===== src/rtl/pfc_pkg.sv =====
// Purpose: shared constants and types for the pack protection FET control
// Assumes: 125 MHz system clock, AHB-Lite word registers
// Notes: register offsets are byte addresses of aligned words
package pfc_pkg;
   // ==========================================================
   // register offsets
   localparam logic [7:0] ADDR_FRONT_END_CTRL = 8'h00;
   localparam logic [7:0] ADDR_LATCH_STATUS = 8'h04;
   localparam logic [7:0] ADDR_OVERCUR_CTRL = 8'h08; // then the three shorts
   localparam logic [7:0] ADDR_PROT_SCALE = 8'h18;
   localparam logic [7:0] ADDR_CELL_BALANCE = 8'h1c;
   localparam logic [7:0] ADDR_SLEEP_INTERVAL = 8'h20;
   localparam logic [7:0] ADDR_CC_COUNT = 8'h24;
   localparam logic [7:0] ADDR_CC_TIMER = 8'h28;
   localparam logic [7:0] ADDR_BLOCK_STATE = 8'h2c;
   // ==========================================================
   // field positions
   localparam int CTRL_CHARGE_EN_BIT = 0;
   localparam int CTRL_DISCH_EN_BIT = 1;
   localparam int CTRL_MODE_LSB = 2;
   localparam int ST_OVERCUR = 0;
   localparam int ST_CHARGE_SHORT = 1;
   localparam int ST_DIS_SHORT1 = 2;
   localparam int ST_DIS_SHORT2 = 3;
   localparam int ST_OSC = 4;
   localparam int NUM_DET = 4;
   // ==========================================================
   // reset values
   localparam logic [3:0] CTRL_RESET = 4'h3;
   localparam logic [7:0] THRESH_RESET = 8'h40;
   localparam logic [7:0] DELAY_RESET = 8'h10;
   localparam logic [3:0] SCALE_RESET = 4'h0;
   localparam logic [7:0] SLEEP_RESET = 8'h04;
   // ==========================================================
   // timing
   localparam longint CLOCK_HZ = 125_000_000;
   localparam int UPDATE_PERIOD_MS = 250;
   localparam int UPDATE_CYCLES_DEF = int'(CLOCK_HZ / 1000 * UPDATE_PERIOD_MS);
   localparam int STAB_TIME_US = 2000;
   localparam int STAB_CYCLES_DEF = int'(CLOCK_HZ / 1_000_000 * STAB_TIME_US);
   localparam longint SLOW_OSC_HZ = 262_144;
   localparam longint FAST_OSC_HZ = SLOW_OSC_HZ * 64;
   localparam int SLOW_PERIOD_CYCLES = int'(CLOCK_HZ / SLOW_OSC_HZ);
   localparam logic [10:0] OSC_FAIL_CYCLES = 11'(2 * SLOW_PERIOD_CYCLES);
   localparam logic [31:0] NCO_STEP = 32'((FAST_OSC_HZ << 32) / CLOCK_HZ);
   localparam int DELAY_UNIT_NS = 1000;
   localparam int DELAY_UNIT_CYCLES =
      int'((DELAY_UNIT_NS * CLOCK_HZ + 999_999_999) / 1_000_000_000);
   localparam int THRESH_UNIT_UV = 1000;
   localparam logic signed [17:0] SENSE_FS_UV = 18'h1_86a0; // 100 mV
   localparam int CC_RATE_PVH = 650; // charge per count, in pV h
   // ==========================================================
   // types
   typedef enum logic [1:0] {
      MODE_NORMAL = 2'b00,
      MODE_SLEEP = 2'b01,
      MODE_SHUTDOWN = 2'b10
   } pfc_mode_e;
   typedef enum logic [1:0] {
      ST_STABILIZE = 2'b00,
      ST_TRIM = 2'b01,
      ST_ACTIVE = 2'b10
   } pfc_state_e;
   typedef struct packed {
      logic [7:0] delay;
      logic [7:0] threshold;
   } pfc_prot_cfg_s;
endpackage


===== src/rtl/pfc_fault_det.sv =====
// Purpose: one current fault detector with persistence delay
// Assumes: over is a synchronous level
// Notes: any drop of the condition restarts the delay
`timescale 1ns/1ns
`default_nettype none
module pfc_fault_det #(
   parameter int unsigned CW = 20
) (
   input wire logic clock,
   input wire logic reset,
   input wire logic arm,
   input wire logic over,
   input wire logic [CW-1:0] delay,
   output var logic trip
);
   // ==========================================================
   // persistence counter
   logic [CW-1:0] cnt_q;
   wire held = cnt_q >= delay;

   // filter: a glitch shorter than delay + 1 cycles never reaches the gate drives
   always_ff @(posedge clock or posedge reset) begin
      if (reset) begin
         cnt_q <= '0;
         trip <= 1'b0;
      end else if (!arm || !over) begin
         cnt_q <= '0;
         trip <= 1'b0;
      end else begin
         if (!held) cnt_q <= cnt_q + 1'b1;
         trip <= held;
      end
   end
endmodule // pfc_fault_det
`default_nettype wire


===== src/rtl/pfc_top.sv =====
// Purpose: pack protection FET control, scheduling and charge counting
// Assumes: AHB-Lite slave, sense samples in microvolts, sync inputs
// Notes: reads take one wait state, writes none
// What this block does
// - any hardware safety fault turns both gate drives off.
// - software clearing both gate enables turns both gate drives off.
// - slow oscillator far too slow sets the latched failure bit.
// - fast clock derived from slow rate, halved to 50% output.
// - overcurrent threshold and delay come from its own control register.
// - shared scale register shifts all current thresholds and delays.
// - overcurrent must persist through its delay before gates go off.
// - overcurrent latches status bit until cleared and condition gone.
// - charge short threshold and delay come from its own register.
// - charge short is blanked by its delay before gates go off.
// - charge short latches status bit until cleared and fault gone.
// - two discharge short detectors, each with own register and delay.
// - each discharge short latches its own bit until cleared and gone.
// - two balancing bits drive the two cell bypass switches.
// - normal mode runs an update every 250 ms, low power between.
// - sleep updates at configurable interval; shutdown disables all but the slow oscillator monitor.
// - integrator takes +-100 mV, positive means charge current.
// - free running timer and counter accumulate charge counts.
// - after reset hold a stabilisation time, then load trim.
//
// Added by the designer: the AHB-Lite register port and the register offsets.
`timescale 1ns/1ns
`default_nettype none
module pfc_top import pfc_pkg::*; #(
   parameter int unsigned UPDATE_CYCLES = UPDATE_CYCLES_DEF,
   parameter int unsigned STAB_CYCLES = STAB_CYCLES_DEF
) (
   input wire logic clock,
   input wire logic reset,
   input wire logic hsel,
   input wire logic [31:0] haddr,
   input wire logic [1:0] htrans,
   input wire logic hwrite,
   input wire logic [2:0] hsize,
   input wire logic [31:0] hwdata,
   input wire logic hready,
   output var logic [31:0] hrdata,
   output var logic hreadyout,
   output var logic hresp,
   input wire logic signed [17:0] sense_microvolts,
   input wire logic sense_valid,
   input wire logic safety_overvoltage_fault,
   input wire logic slow_oscillator,
   output var logic charge_fet_gate,
   output var logic discharge_fet_gate,
   output var logic balance_cell_one,
   output var logic balance_cell_two,
   output var logic fast_clock_out,
   output var logic update_pulse,
   output var logic low_power,
   output var logic trim_load
);
   // ==========================================================
   // state
   logic [3:0] ctrl_q;
   logic [4:0] status_q;
   pfc_prot_cfg_s prot_q [NUM_DET];
   logic [3:0] scale_q;
   logic [1:0] bal_q;
   logic [7:0] sleep_q, sleep_cnt_q;
   logic signed [31:0] cc_q;
   logic [31:0] cc_timer_q, stab_cnt_q, sched_cnt_q, nco_q;
   pfc_state_e state_q;
   logic osc_prev_q;
   logic [10:0] osc_cnt_q;
   logic ap_wr_q, rd_pend_q;
   logic [7:0] ap_addr_q;
   logic [NUM_DET-1:0] trip_v, over_v;

   // ==========================================================
   // bus decode
   wire accept = hsel && htrans[1] && hready;
   wire wr_ctrl = ap_wr_q && ap_addr_q == ADDR_FRONT_END_CTRL;
   wire wr_stat = ap_wr_q && ap_addr_q == ADDR_LATCH_STATUS;
   wire wr_scale = ap_wr_q && ap_addr_q == ADDR_PROT_SCALE;
   wire wr_bal = ap_wr_q && ap_addr_q == ADDR_CELL_BALANCE;
   wire wr_sleep = ap_wr_q && ap_addr_q == ADDR_SLEEP_INTERVAL;
   wire pfc_mode_e mode = pfc_mode_e'(ctrl_q[CTRL_MODE_LSB +: 2]);
   wire active = state_q == ST_ACTIVE;
   wire shutdown = mode == MODE_SHUTDOWN;
   wire run = active && !shutdown;

   // read selection; unmapped words read as zero
   wire [31:0] rd_data =
      ap_addr_q == ADDR_FRONT_END_CTRL ? {28'h000_0000, ctrl_q} :
      ap_addr_q == ADDR_LATCH_STATUS ? {27'h000_0000, status_q} :
      ap_addr_q == ADDR_OVERCUR_CTRL ? {16'h0000, prot_q[0]} :
      ap_addr_q == ADDR_OVERCUR_CTRL + 8'h04 ? {16'h0000, prot_q[1]} :
      ap_addr_q == ADDR_OVERCUR_CTRL + 8'h08 ? {16'h0000, prot_q[2]} :
      ap_addr_q == ADDR_OVERCUR_CTRL + 8'h0c ? {16'h0000, prot_q[3]} :
      ap_addr_q == ADDR_PROT_SCALE ? {28'h000_0000, scale_q} :
      ap_addr_q == ADDR_CELL_BALANCE ? {30'h0000_0000, bal_q} :
      ap_addr_q == ADDR_SLEEP_INTERVAL ? {24'h00_0000, sleep_q} :
      ap_addr_q == ADDR_CC_COUNT ? cc_q :
      ap_addr_q == ADDR_CC_TIMER ? cc_timer_q :
      ap_addr_q == ADDR_BLOCK_STATE ? {24'h00_0000, charge_fet_gate,
         discharge_fet_gate, fast_clock_out, low_power, shutdown,
         status_q[ST_OSC], state_q} : 32'h0000_0000;

   // address phase capture; a read holds hready low for one cycle
   always_ff @(posedge clock or posedge reset) begin
      if (reset) begin
         ap_wr_q <= 1'b0;
         rd_pend_q <= 1'b0;
         ap_addr_q <= 8'h00;
         hreadyout <= 1'b1;
         hresp <= 1'b0;
         hrdata <= 32'h0000_0000;
      end else begin
         ap_wr_q <= accept && hwrite;
         rd_pend_q <= accept && !hwrite;
         if (accept) ap_addr_q <= haddr[7:0];
         hreadyout <= !(accept && !hwrite);
         hresp <= 1'b0;
         if (rd_pend_q) hrdata <= rd_data;
      end
   end

   // ==========================================================
   // software registers
   always_ff @(posedge clock or posedge reset) begin
      if (reset) begin
         ctrl_q <= CTRL_RESET;
         scale_q <= SCALE_RESET;
         bal_q <= 2'b00;
         sleep_q <= SLEEP_RESET;
      end else begin
         if (wr_ctrl) ctrl_q <= hwdata[3:0];
         if (wr_scale) scale_q <= hwdata[3:0];
         if (wr_bal) bal_q <= hwdata[1:0];
         if (wr_sleep) sleep_q <= hwdata[7:0];
      end
   end

   // ==========================================================
   // current detectors
   // clamp to the integrator's input range
   wire signed [17:0] sense_cl =
      sense_microvolts > SENSE_FS_UV ? SENSE_FS_UV :
      sense_microvolts < -SENSE_FS_UV ? -SENSE_FS_UV : sense_microvolts;
   wire [17:0] dis_mag = sense_cl < 0 ? 18'(-sense_cl) : 18'h0_0000;
   wire [17:0] charge_mag = sense_cl > 0 ? 18'(sense_cl) : 18'h0_0000;

   genvar gi;
   generate
      for (gi = 0; gi < NUM_DET; gi++) begin : g_det
         wire [7:0] off = ADDR_OVERCUR_CTRL + 8'(4 * gi);
         // lower resistance shunts need lower thresholds and delays
         wire [17:0] thr = 18'((32'(prot_q[gi].threshold) * THRESH_UNIT_UV)
            >> scale_q[1:0]);
         wire [19:0] dly = 20'((32'(prot_q[gi].delay) * DELAY_UNIT_CYCLES)
            >> scale_q[3:2]);
         // index one looks at charge direction, the rest at discharge
         assign over_v[gi] = (gi == ST_CHARGE_SHORT) ?
            charge_mag > thr : dis_mag > thr;
         always_ff @(posedge clock or posedge reset) begin
            if (reset) prot_q[gi] <= {DELAY_RESET, THRESH_RESET};
            else if (ap_wr_q && ap_addr_q == off) prot_q[gi] <= hwdata[15:0];
         end
         pfc_fault_det #(.CW(20)) u_det (
            .clock(clock),
            .reset(reset),
            .arm(run),
            .over(over_v[gi]),
            .delay(dly),
            .trip(trip_v[gi])
         );
      end
   endgenerate

   // ==========================================================
   // slow oscillator monitor
   wire osc_rise = slow_oscillator && !osc_prev_q;
   wire osc_timeout = osc_cnt_q == OSC_FAIL_CYCLES;
   always_ff @(posedge clock or posedge reset) begin
      if (reset) begin
         osc_prev_q <= 1'b0;
         osc_cnt_q <= 11'h000;
      end else begin
         osc_prev_q <= slow_oscillator;
         if (osc_rise || !active) osc_cnt_q <= 11'h000;
         else if (!osc_timeout) osc_cnt_q <= osc_cnt_q + 11'h001;
      end
   end

   // ==========================================================
   // latched status; a set in the clearing cycle wins
   wire [4:0] set_v = {osc_timeout, trip_v};
   wire [4:0] cond_v = {osc_timeout, over_v};
   wire [4:0] clr_v = wr_stat ? hwdata[4:0] & ~cond_v : 5'h00;
   always_ff @(posedge clock or posedge reset) begin
      if (reset) status_q <= 5'h00;
      else status_q <= set_v | (status_q & ~clr_v);
   end

   // ==========================================================
   // gate drives and balancing
   wire fault_now = |trip_v || safety_overvoltage_fault;
   wire gate_ok = run && !fault_now && !(|status_q[3:0]);
   always_ff @(posedge clock or posedge reset) begin
      if (reset) begin
         charge_fet_gate <= 1'b0;
         discharge_fet_gate <= 1'b0;
         balance_cell_one <= 1'b0;
         balance_cell_two <= 1'b0;
      end else begin
         charge_fet_gate <= gate_ok && ctrl_q[CTRL_CHARGE_EN_BIT];
         discharge_fet_gate <= gate_ok && ctrl_q[CTRL_DISCH_EN_BIT];
         balance_cell_one <= run && bal_q[0];
         balance_cell_two <= run && bal_q[1];
      end
   end

   // ==========================================================
   // power-on stabilisation and trim load
   always_ff @(posedge clock or posedge reset) begin
      if (reset) begin
         state_q <= ST_STABILIZE;
         stab_cnt_q <= 32'h0000_0000;
         trim_load <= 1'b0;
      end else begin
         trim_load <= state_q == ST_TRIM;
         case (state_q)
            ST_STABILIZE: begin
               stab_cnt_q <= stab_cnt_q + 32'h0000_0001;
               if (stab_cnt_q == 32'(STAB_CYCLES - 1)) state_q <= ST_TRIM;
            end
            ST_TRIM: state_q <= ST_ACTIVE;
            ST_ACTIVE: state_q <= ST_ACTIVE;
            default: state_q <= ST_STABILIZE;
         endcase
      end
   end

   // ==========================================================
   // update scheduler
   wire sched_wrap = sched_cnt_q == 32'(UPDATE_CYCLES - 1);
   wire sleep_due = sleep_cnt_q + 8'h01 >= sleep_q; // zero acts as one
   wire upd_now = run && sched_wrap && (mode != MODE_SLEEP || sleep_due);
   always_ff @(posedge clock or posedge reset) begin
      if (reset) begin
         sched_cnt_q <= 32'h0000_0000;
         sleep_cnt_q <= 8'h00;
         update_pulse <= 1'b0;
         low_power <= 1'b1;
      end else begin
         if (!run || sched_wrap) sched_cnt_q <= 32'h0000_0000;
         else sched_cnt_q <= sched_cnt_q + 32'h0000_0001;
         if (!run || mode != MODE_SLEEP || upd_now) sleep_cnt_q <= 8'h00;
         else if (sched_wrap) sleep_cnt_q <= sleep_cnt_q + 8'h01;
         update_pulse <= upd_now;
         low_power <= !upd_now;
      end
   end

   // ==========================================================
   // fast clock synthesis; follows the slow rate, stops on failure
   wire [32:0] nco_sum = {1'b0, nco_q} + {1'b0, NCO_STEP};
   wire fast_run = run && !status_q[ST_OSC];
   always_ff @(posedge clock or posedge reset) begin
      if (reset) begin
         nco_q <= 32'h0000_0000;
         fast_clock_out <= 1'b0;
      end else if (fast_run) begin
         nco_q <= nco_sum[31:0];
         if (nco_sum[32]) fast_clock_out <= !fast_clock_out;
      end
   end

   // ==========================================================
   // charge counting integrator, positive is charge
   always_ff @(posedge clock or posedge reset) begin
      if (reset) begin
         cc_q <= 32'sh0000_0000;
         cc_timer_q <= 32'h0000_0000;
      end else if (run) begin
         cc_timer_q <= cc_timer_q + 32'h0000_0001;
         if (sense_valid) cc_q <= cc_q + 32'(sense_cl);
      end
   end

   logic [31:0] gap_q;
   logic norm_seen_q;
   always_ff @(posedge clock or posedge reset) begin
      if (reset) begin
         gap_q <= 32'h0000_0000;
         norm_seen_q <= 1'b0;
      end else begin
         gap_q <= update_pulse ? 32'h0000_0000 : gap_q + 32'h0000_0001;
         if (mode != MODE_NORMAL || !run) norm_seen_q <= 1'b0;
         else if (update_pulse) norm_seen_q <= 1'b1;
      end
   end
endmodule // pfc_top
`default_nettype wire


===== config.mk =====
export PLATFORM = sky130hd
export DESIGN_NAME = pfc_top
export DESIGN_NICKNAME = d
export VERILOG_FILES = /design/src/rtl/pfc_pkg.sv /design/src/rtl/pfc_fault_det.sv /design/src/rtl/pfc_top.sv
export SDC_FILE = /design/constraint.sdc
export NUM_CORES = 2
export LEC_CHECK = 0
export BUFFER_PORTS_ARGS = -buffer_cell sky130_fd_sc_hd__buf_2
export CAP_MARGIN = 5
export CORE_MARGIN = 3
export CORE_UTILIZATION = 55
export CTS_CLUSTER_DIAMETER = 200
export DETAILED_ROUTE_END_ITERATION = 10
export HOLD_SLACK_MARGIN = 0.03
export PLACE_DENSITY = 0.7
export SLEW_MARGIN = 20
export SYNTH_ARGS = -nofsm -noshare
export SYNTH_HDL_FRONTEND = slang
export SYNTH_SLANG_ARGS = --single-unit

===== constraint.sdc =====
create_clock -name clock -period 31.3 [get_ports clock]
set_input_delay 1.565 -clock clock [delete_from_list [all_inputs] [get_ports clock]]
set_output_delay 1.565 -clock clock [all_outputs]
set_load 0.01 [all_outputs]

# Word-level counts from Yosys, hierarchy flattened
# Index checks and enable logic that the tools add are counted.
[word_totals] n_memories=0 output_inout_bits=42 in_bits=95 rom_bits=0 reg_bits=404 wordCells=206 latchBits=0 ramBits=0
[op_classes] shifts=8 n_reduce_logical=57 div=0 n_lt_le_gt_ge=13 bitwise_logic=5 mux=36 n_addsub=12 eq_ne=24 multipliers=8
[ops] operator="2-to-1 mux 32 bit" n=12
[ops] operator="2-to-1 mux 20 bit" n=8
[ops] operator="multiplier 8 x 7 -> 15 bit, second input constant" n=8
[ops] operator="adder 32 x 1 -> 32 bit, second input constant" n=3
[ops] operator="adder 20 x 1 -> 20 bit, second input constant" n=4
[ops] operator="greater-or-equal comparator 20 bit" n=4
[ops] operator=">> shifter 15 x 2 -> 20 bit" n=4
[ops] operator="> comparator 18 bit" n=4
[ops] operator="2-to-1 mux 18 bit" n=4
[ops] operator=">> shifter 18 x 2 -> 18 bit" n=4
[ops] operator="adder 32 x 30 -> 33 bit, second input constant" n=1
[ops] operator="adder 32 x 18 -> 32 bit" n=1
[ops] operator="== test 32 x 18 -> 1 bit, second input constant" n=1
[ops] operator="== test 32 x 25 -> 1 bit, second input constant" n=1
[ops] operator="== test 8 x 5 -> 1 bit, second input constant" n=4
[ops] operator="== test 8 x 6 -> 1 bit, second input constant" n=4
[ops] operator="logical AND 1 bit" n=24
[ops] operator="2-to-1 mux 8 bit" n=3
[ops] operator="2-to-1 mux 11 bit" n=2
[ops] operator="> comparator 18 x 1 -> 1 bit, second input constant" n=1
[ops] operator="> comparator 18 bit, second input constant" n=1
[ops] operator="less-than comparator 18 x 1 -> 1 bit, second input constant" n=1
[ops] operator="less-than comparator 18 bit, second input constant" n=1
[ops] operator="negation 18 bit" n=1
[ops] operator="other kinds (25)" n=62

# Logic depth before layout (Yosys ltp)
[depth] ltp_word=13 mapped_depth=30 ltp_nobuf=27

# Modules after synthesis
# A second synthesis with hierarchy kept.
[hier_totals] hier_cells=4025 area_unflattened_um2=37484.7
[modules_own_cells] mod="pfc_top" cells_per_inst=3221 seq_area_each_um2=7923.8 instances=1 area_each_um2=30828.3
[modules_own_cells] mod="pfc_fault_det" cells_per_inst=201 seq_area_each_um2=525.5 instances=4 area_each_um2=1664.1

# Worst setup path after synthesis
# Ideal clock, no wire load.
[synth_path] path_type="in2reg" start="input sense_microvolts[6]" end="register g_det[1].u_det.cnt_q[0]" cell_stages=30 path_slack_ps=24513 path_buffers=4 arrival_time_ps=6655 path_cell_list="nand2_1 nand2_1 a211oi_1 o21ai_0 nand2_1 ha_1 clkbuf_1 clkinv_1 and2_1 buf_2 nand2_1 ha_1 nand3b_1 or3_1 nor3_1 and3_1 a31o_2 buf_4 nor2_1 ha_1 nor2b_1 o21ai_0 a21oi_1 o31ai_1 a21oi_1 o311a_1 o31a_1 o211ai_1 clkbuf_1 nor2_1"
[synth_via] elab_chain_len=9 word_cells_on_any_way=11
[synth_lines] element="start: declaration" line="pfc_top.sv:44" rtl="input wire logic signed [17:0] sense_microvolts,"
[synth_lines] element="less-than comparator 18 bit" line="pfc_top.sv:144" rtl="sense_microvolts < -SENSE_FS_UV ? -SENSE_FS_UV : sense_microvolts;"
[synth_lines] element="2-to-1 mux 18 bit" line="pfc_top.sv:144"
[synth_lines] element="2-to-1 mux 18 bit *" line="pfc_top.sv:143" rtl="sense_microvolts > SENSE_FS_UV ? SENSE_FS_UV :"
[synth_lines] element="> comparator 18 x 1 -> 1 bit" line="pfc_top.sv:146" rtl="wire [17:0] charge_mag = sense_cl > 0 ? 18'(sense_cl) : 18'h0_0000;"
[synth_lines] element="2-to-1 mux 18 bit *" line="pfc_top.sv:146"
[synth_lines] element="> comparator 18 bit *" line="pfc_top.sv:159" rtl="charge_mag > thr : dis_mag > thr;"
[synth_lines] element="zero test 1 bit *" line="pfc_fault_det.sv:26" rtl="end else if (!arm || !over) begin"
[synth_lines] element="logical OR 1 bit *" line="pfc_fault_det.sv:26"
[synth_lines] element="!= test 2 bit (no source line) / 2-to-1 mux 20 bit (equally long branches)"
[synth_lines] element="end signal: assignment" line="pfc_fault_det.sv:30" rtl="if (!held) cnt_q <= cnt_q + 1'b1;"
[synth_lines] element="end: declaration" line="pfc_fault_det.sv:18" rtl="logic [CW-1:0] cnt_q;"
# Mark *: on every way between the ends. The rest lies on a longest branch, timed or not.
# A chain may end at the register's enable or synchronous reset.

# Final worst setup path
[layout_path] start="input sense_microvolts[6]" end="register g_det[0].u_det.trip"
[layout_via] elab_chain_len=9 word_cells_on_any_way=11
[layout_lines] element="less-than comparator 18 bit" line="pfc_top.sv:144"
[layout_lines] element="2-to-1 mux 18 bit" line="pfc_top.sv:144"
[layout_lines] element="2-to-1 mux 18 bit *" line="pfc_top.sv:143"
[layout_lines] element="negation 18 bit / less-than comparator 18 x 1 -> 1 bit (equally long branches)" line="pfc_top.sv:145" rtl="wire [17:0] dis_mag = sense_cl < 0 ? 18'(-sense_cl) : 18'h0_0000;"
[layout_lines] element="2-to-1 mux 18 bit *" line="pfc_top.sv:145"
[layout_lines] element="> comparator 18 bit *" line="pfc_top.sv:159"
[layout_lines] element="zero test 1 bit *" line="pfc_fault_det.sv:26"
[layout_lines] element="logical OR 1 bit *" line="pfc_fault_det.sv:26"
[layout_lines] element="2-to-1 mux 1 bit *" line="pfc_fault_det.sv:26"
[layout_lines] element="end signal: assignment" line="pfc_fault_det.sv:31" rtl="trip <= held;"
[layout_lines] element="end: declaration" line="pfc_fault_det.sv:14" rtl="output var logic trip"
# Marked as above.

==> impl_metrics.ini <==
[timing]
slew_headroom_pct = 23.4
tns_ns = 0
layout_min_cycle_time_ns = 7.54
final.setup_skew_ns = 0.0217
rsz0062_at_grt = false
setup_violations = 0
period_share_pct = 24.1
fin_ws_ns = 23.76
worst_pin_slew_ns = 1.14
drv_slew = 0
fmax_mhz = 133
report.final.hold_viol_count = 0

[power]
ir_drop_mv = 0.0446
p_per_area_nw_per_um2 = 69.1
power.leakage_nw = 19.0
power_mw = 2.72

[floorplanning]
design.core.area_um2 = 65000
die_w_um = 264
die_h_um = 264
ioPinCount = 137
rows = 93
start_util_pct = 56.1
die_area_um2 = 69500

[worst_hold_path]
min-delay-start = nco_q[15]
hold_class = flip-flop to flip-flop

[drt]
firstDrtPassIters = 6
viasPerCell = 5.75
wl_per_cell_um = 17.9
route.detailed.drc = 0
num_vias = 27800
antenna_violating_nets_post_route = 0
routed_wl_mm = 86.5
drt-initial-drc-count = 1766

[cts]
clk_pin_slew_worst_paths_ns = 0.07
clk-insertion-delay-late_ns = 0.59
cts.path.max_buffers = 3
htreeDepth = 2
tritoncts = yes
cts-hold-fix-buffers = 0
cts_setup_buffers = 0
clock-sinks = 400
cts_buffers = 43
cts_resized = 0
cts-root-buf = clkbuf_16

[yosys]
synth_area_leaders = dfrtp_1 27%, ha_1 17%, fa_1 9.5%
syn_inst = 3880
synth_top_family_by_area = adder cells
yosysUniqueCellTypes = 80
synth_top_cell_by_area = dfrtp_1
synth-seq-cells = 400
avgSynthCellArea_um2 = 9.40
ys_warn_count = 0
synthMuxAreaShare_pct = 7.10
synth_edf_count = 0
ys_seq_area_share_pct = 27.5
synth_top_area_share_pct = 26.5
synth-xor-area-share_pct = 7.80
synthFlopType = dfrtp_1
syn_area_um2 = 36500
async_flop_share_pct = 100
synth_compound_area_share_pct = 12.1
yosys.area_share.adder_pct = 26.1
synth-simple-area-share_pct = 14.1

[placement]
gp_congestion = 0.911
io_buffer_count = 91
place_hpwl_mm = 66.9
place_area_um2 = 37800
place_ws_ns = 23.23
dp_cells = 4742

[global_route]
grt_pass1_vias = 27300
grt_max_degree = 115
overflow = 0
grt_usage_pct = 25.0
grt_pass1_wl_mm = 143
antenna_found_initial = 11

[worst_setup_path]
cp-end-kind = flip-flop
critPathMaxStageDelay_ns = 0.65
startpoint = sense_microvolts[6]
cp.required_ns = 31.77
path_max_fanout = 17
r2r-start = prot_q[57]
cp-start-kind = input pin
cpMaxStageDelayCell = a21oi_1
worstSetupPathType = input pin to flip-flop
crit_arrival_ns = 8.01
path_common_cell = nand2_1

[layout]
final_cell_mix = 484 x ha_1, 397 x inv_1, 384 x dfrtp_1
nNetsFinal = 4684
drive_gt1_share_pct = 9.51
final_cells = 4828
final_area_um2 = 39300
final_common_cell = ha_1
area.growth.synth_to_final_pct = 7.66

[run_status]
status = completed

[run]
maxCapViolCount = 0
[worst paths after layout]
| check | endpoint | slack [ns] | cells past startpoint |
|---|---|---|---|
| worst max register to register | g_det[0].u_det.cnt_q[11] | 24.04 | 23 |
| worst max-delay path | g_det[0].u_det.trip | 23.76 | 27 |
| worst min-delay path | nco_q[15] | 0.47 | 1 |
| min in group asynchronous | stab_cnt_q[26] | 1.08 | 2 |
| max in group asynchronous | scale_q[0] | 27.24 | 5 |
| worst min register to register | nco_q[15] | 0.47 | 1 |
[logic make-up (layout without fill, tap and decap cells)]
kind of cell | after synthesis | after routing
AND/OR/NAND/NOR | 1061 | 1061
AO/OA/AOI/OAI | 687 | 687
adder cells (fa/ha/maj) | 657 | 657
buffers and inverters | 508 | 593
flip-flops | 400 | 400
XOR/XNOR | 325 | 325
multiplexers | 241 | 241
other | 1 | 9
[synthesized netlist by cell type, drive strengths merged (23+ instances only)]
cell,number
o21ai,170
o2bb2ai,25
or3,26
nand3,80
clkbuf,84
buf,23
nor2b,31
nor4,26
mux2,143
mux2i,98
nand2b,47
a21oi,199
a21o,74
xnor2,175
nor3,63
ha,484
and3,51
nor2,310
nand2,265
nand4,76
dfrtp,387
xor2,150
a22oi,39
inv,400
fa,173
[layer usage]
| layer | routed length (um) | part of all wire (%) | global-route usage, % | up-vias |
|---|---|---|---|---|
| met5 | 13 | 0.015 | 0 | - |
| met4 | 1980 | 2.3 | 6.71 | 2 |
| met3 | 5210 | 6.0 | 4.09 | 111 |
| met2 | 38500 | 45 | 39.3 | 634 |
| met1 | 40800 | 47 | 35.9 | 13400 |
| li1 | - | - | - | 13600 |
[area by class of cell]
cell class                      instances  area [um2]
Antenna cell                            7        17.5
Clock inverter                         17         294
Timing Repair Buffer                  113         624
Clock buffer                           62        1190
Sequential cell                       400       10000
Tap cell                              855        1070
Inverter                              401        1510
Fill cell                            5617       25800
Multi-Input combinational cell       2973       24500
[worst max-delay path: cells and delay by family]
kind                     cells  cell delay, ns
buffers and inverters        3            0.74
adder cells (fa/ha/maj)      3            1.12
AO/OA/AOI/OAI                5            1.03
AND/OR/NAND/NOR             16            3.55
[sequential cells by signal, summed over array words and instances (netlist names), 8 cells and up]
signal and flops:
g_det.u_det.cnt_q 80, prot_q 64, cc_q 32, cc_timer_q 32, hrdata 32, sched_cnt_q 32
stab_cnt_q 32, nco_q 28, osc_cnt_q 11, ap_addr_q 8, sleep_cnt_q 8, sleep_q 8
[where the power goes]
part	total [mW]	leakage (nW)	internal, mW	switching (mW)
Clock	0.541	0.705	0.317	0.224
Sequential	0.557	5.32	0.529	0.0280
Combinational	1.62	13.0	0.730	0.888
[per-stage QoR]
step                hold slack [ns]  utilization, %
floorplan                     0.429               -
global placement              0.453            58.1
detailed placement            0.448            58.1
CTS                           0.461            60.4
global route                  0.483            60.4
finish                        0.466            60.4
Power figures use the tool's default switching activity.
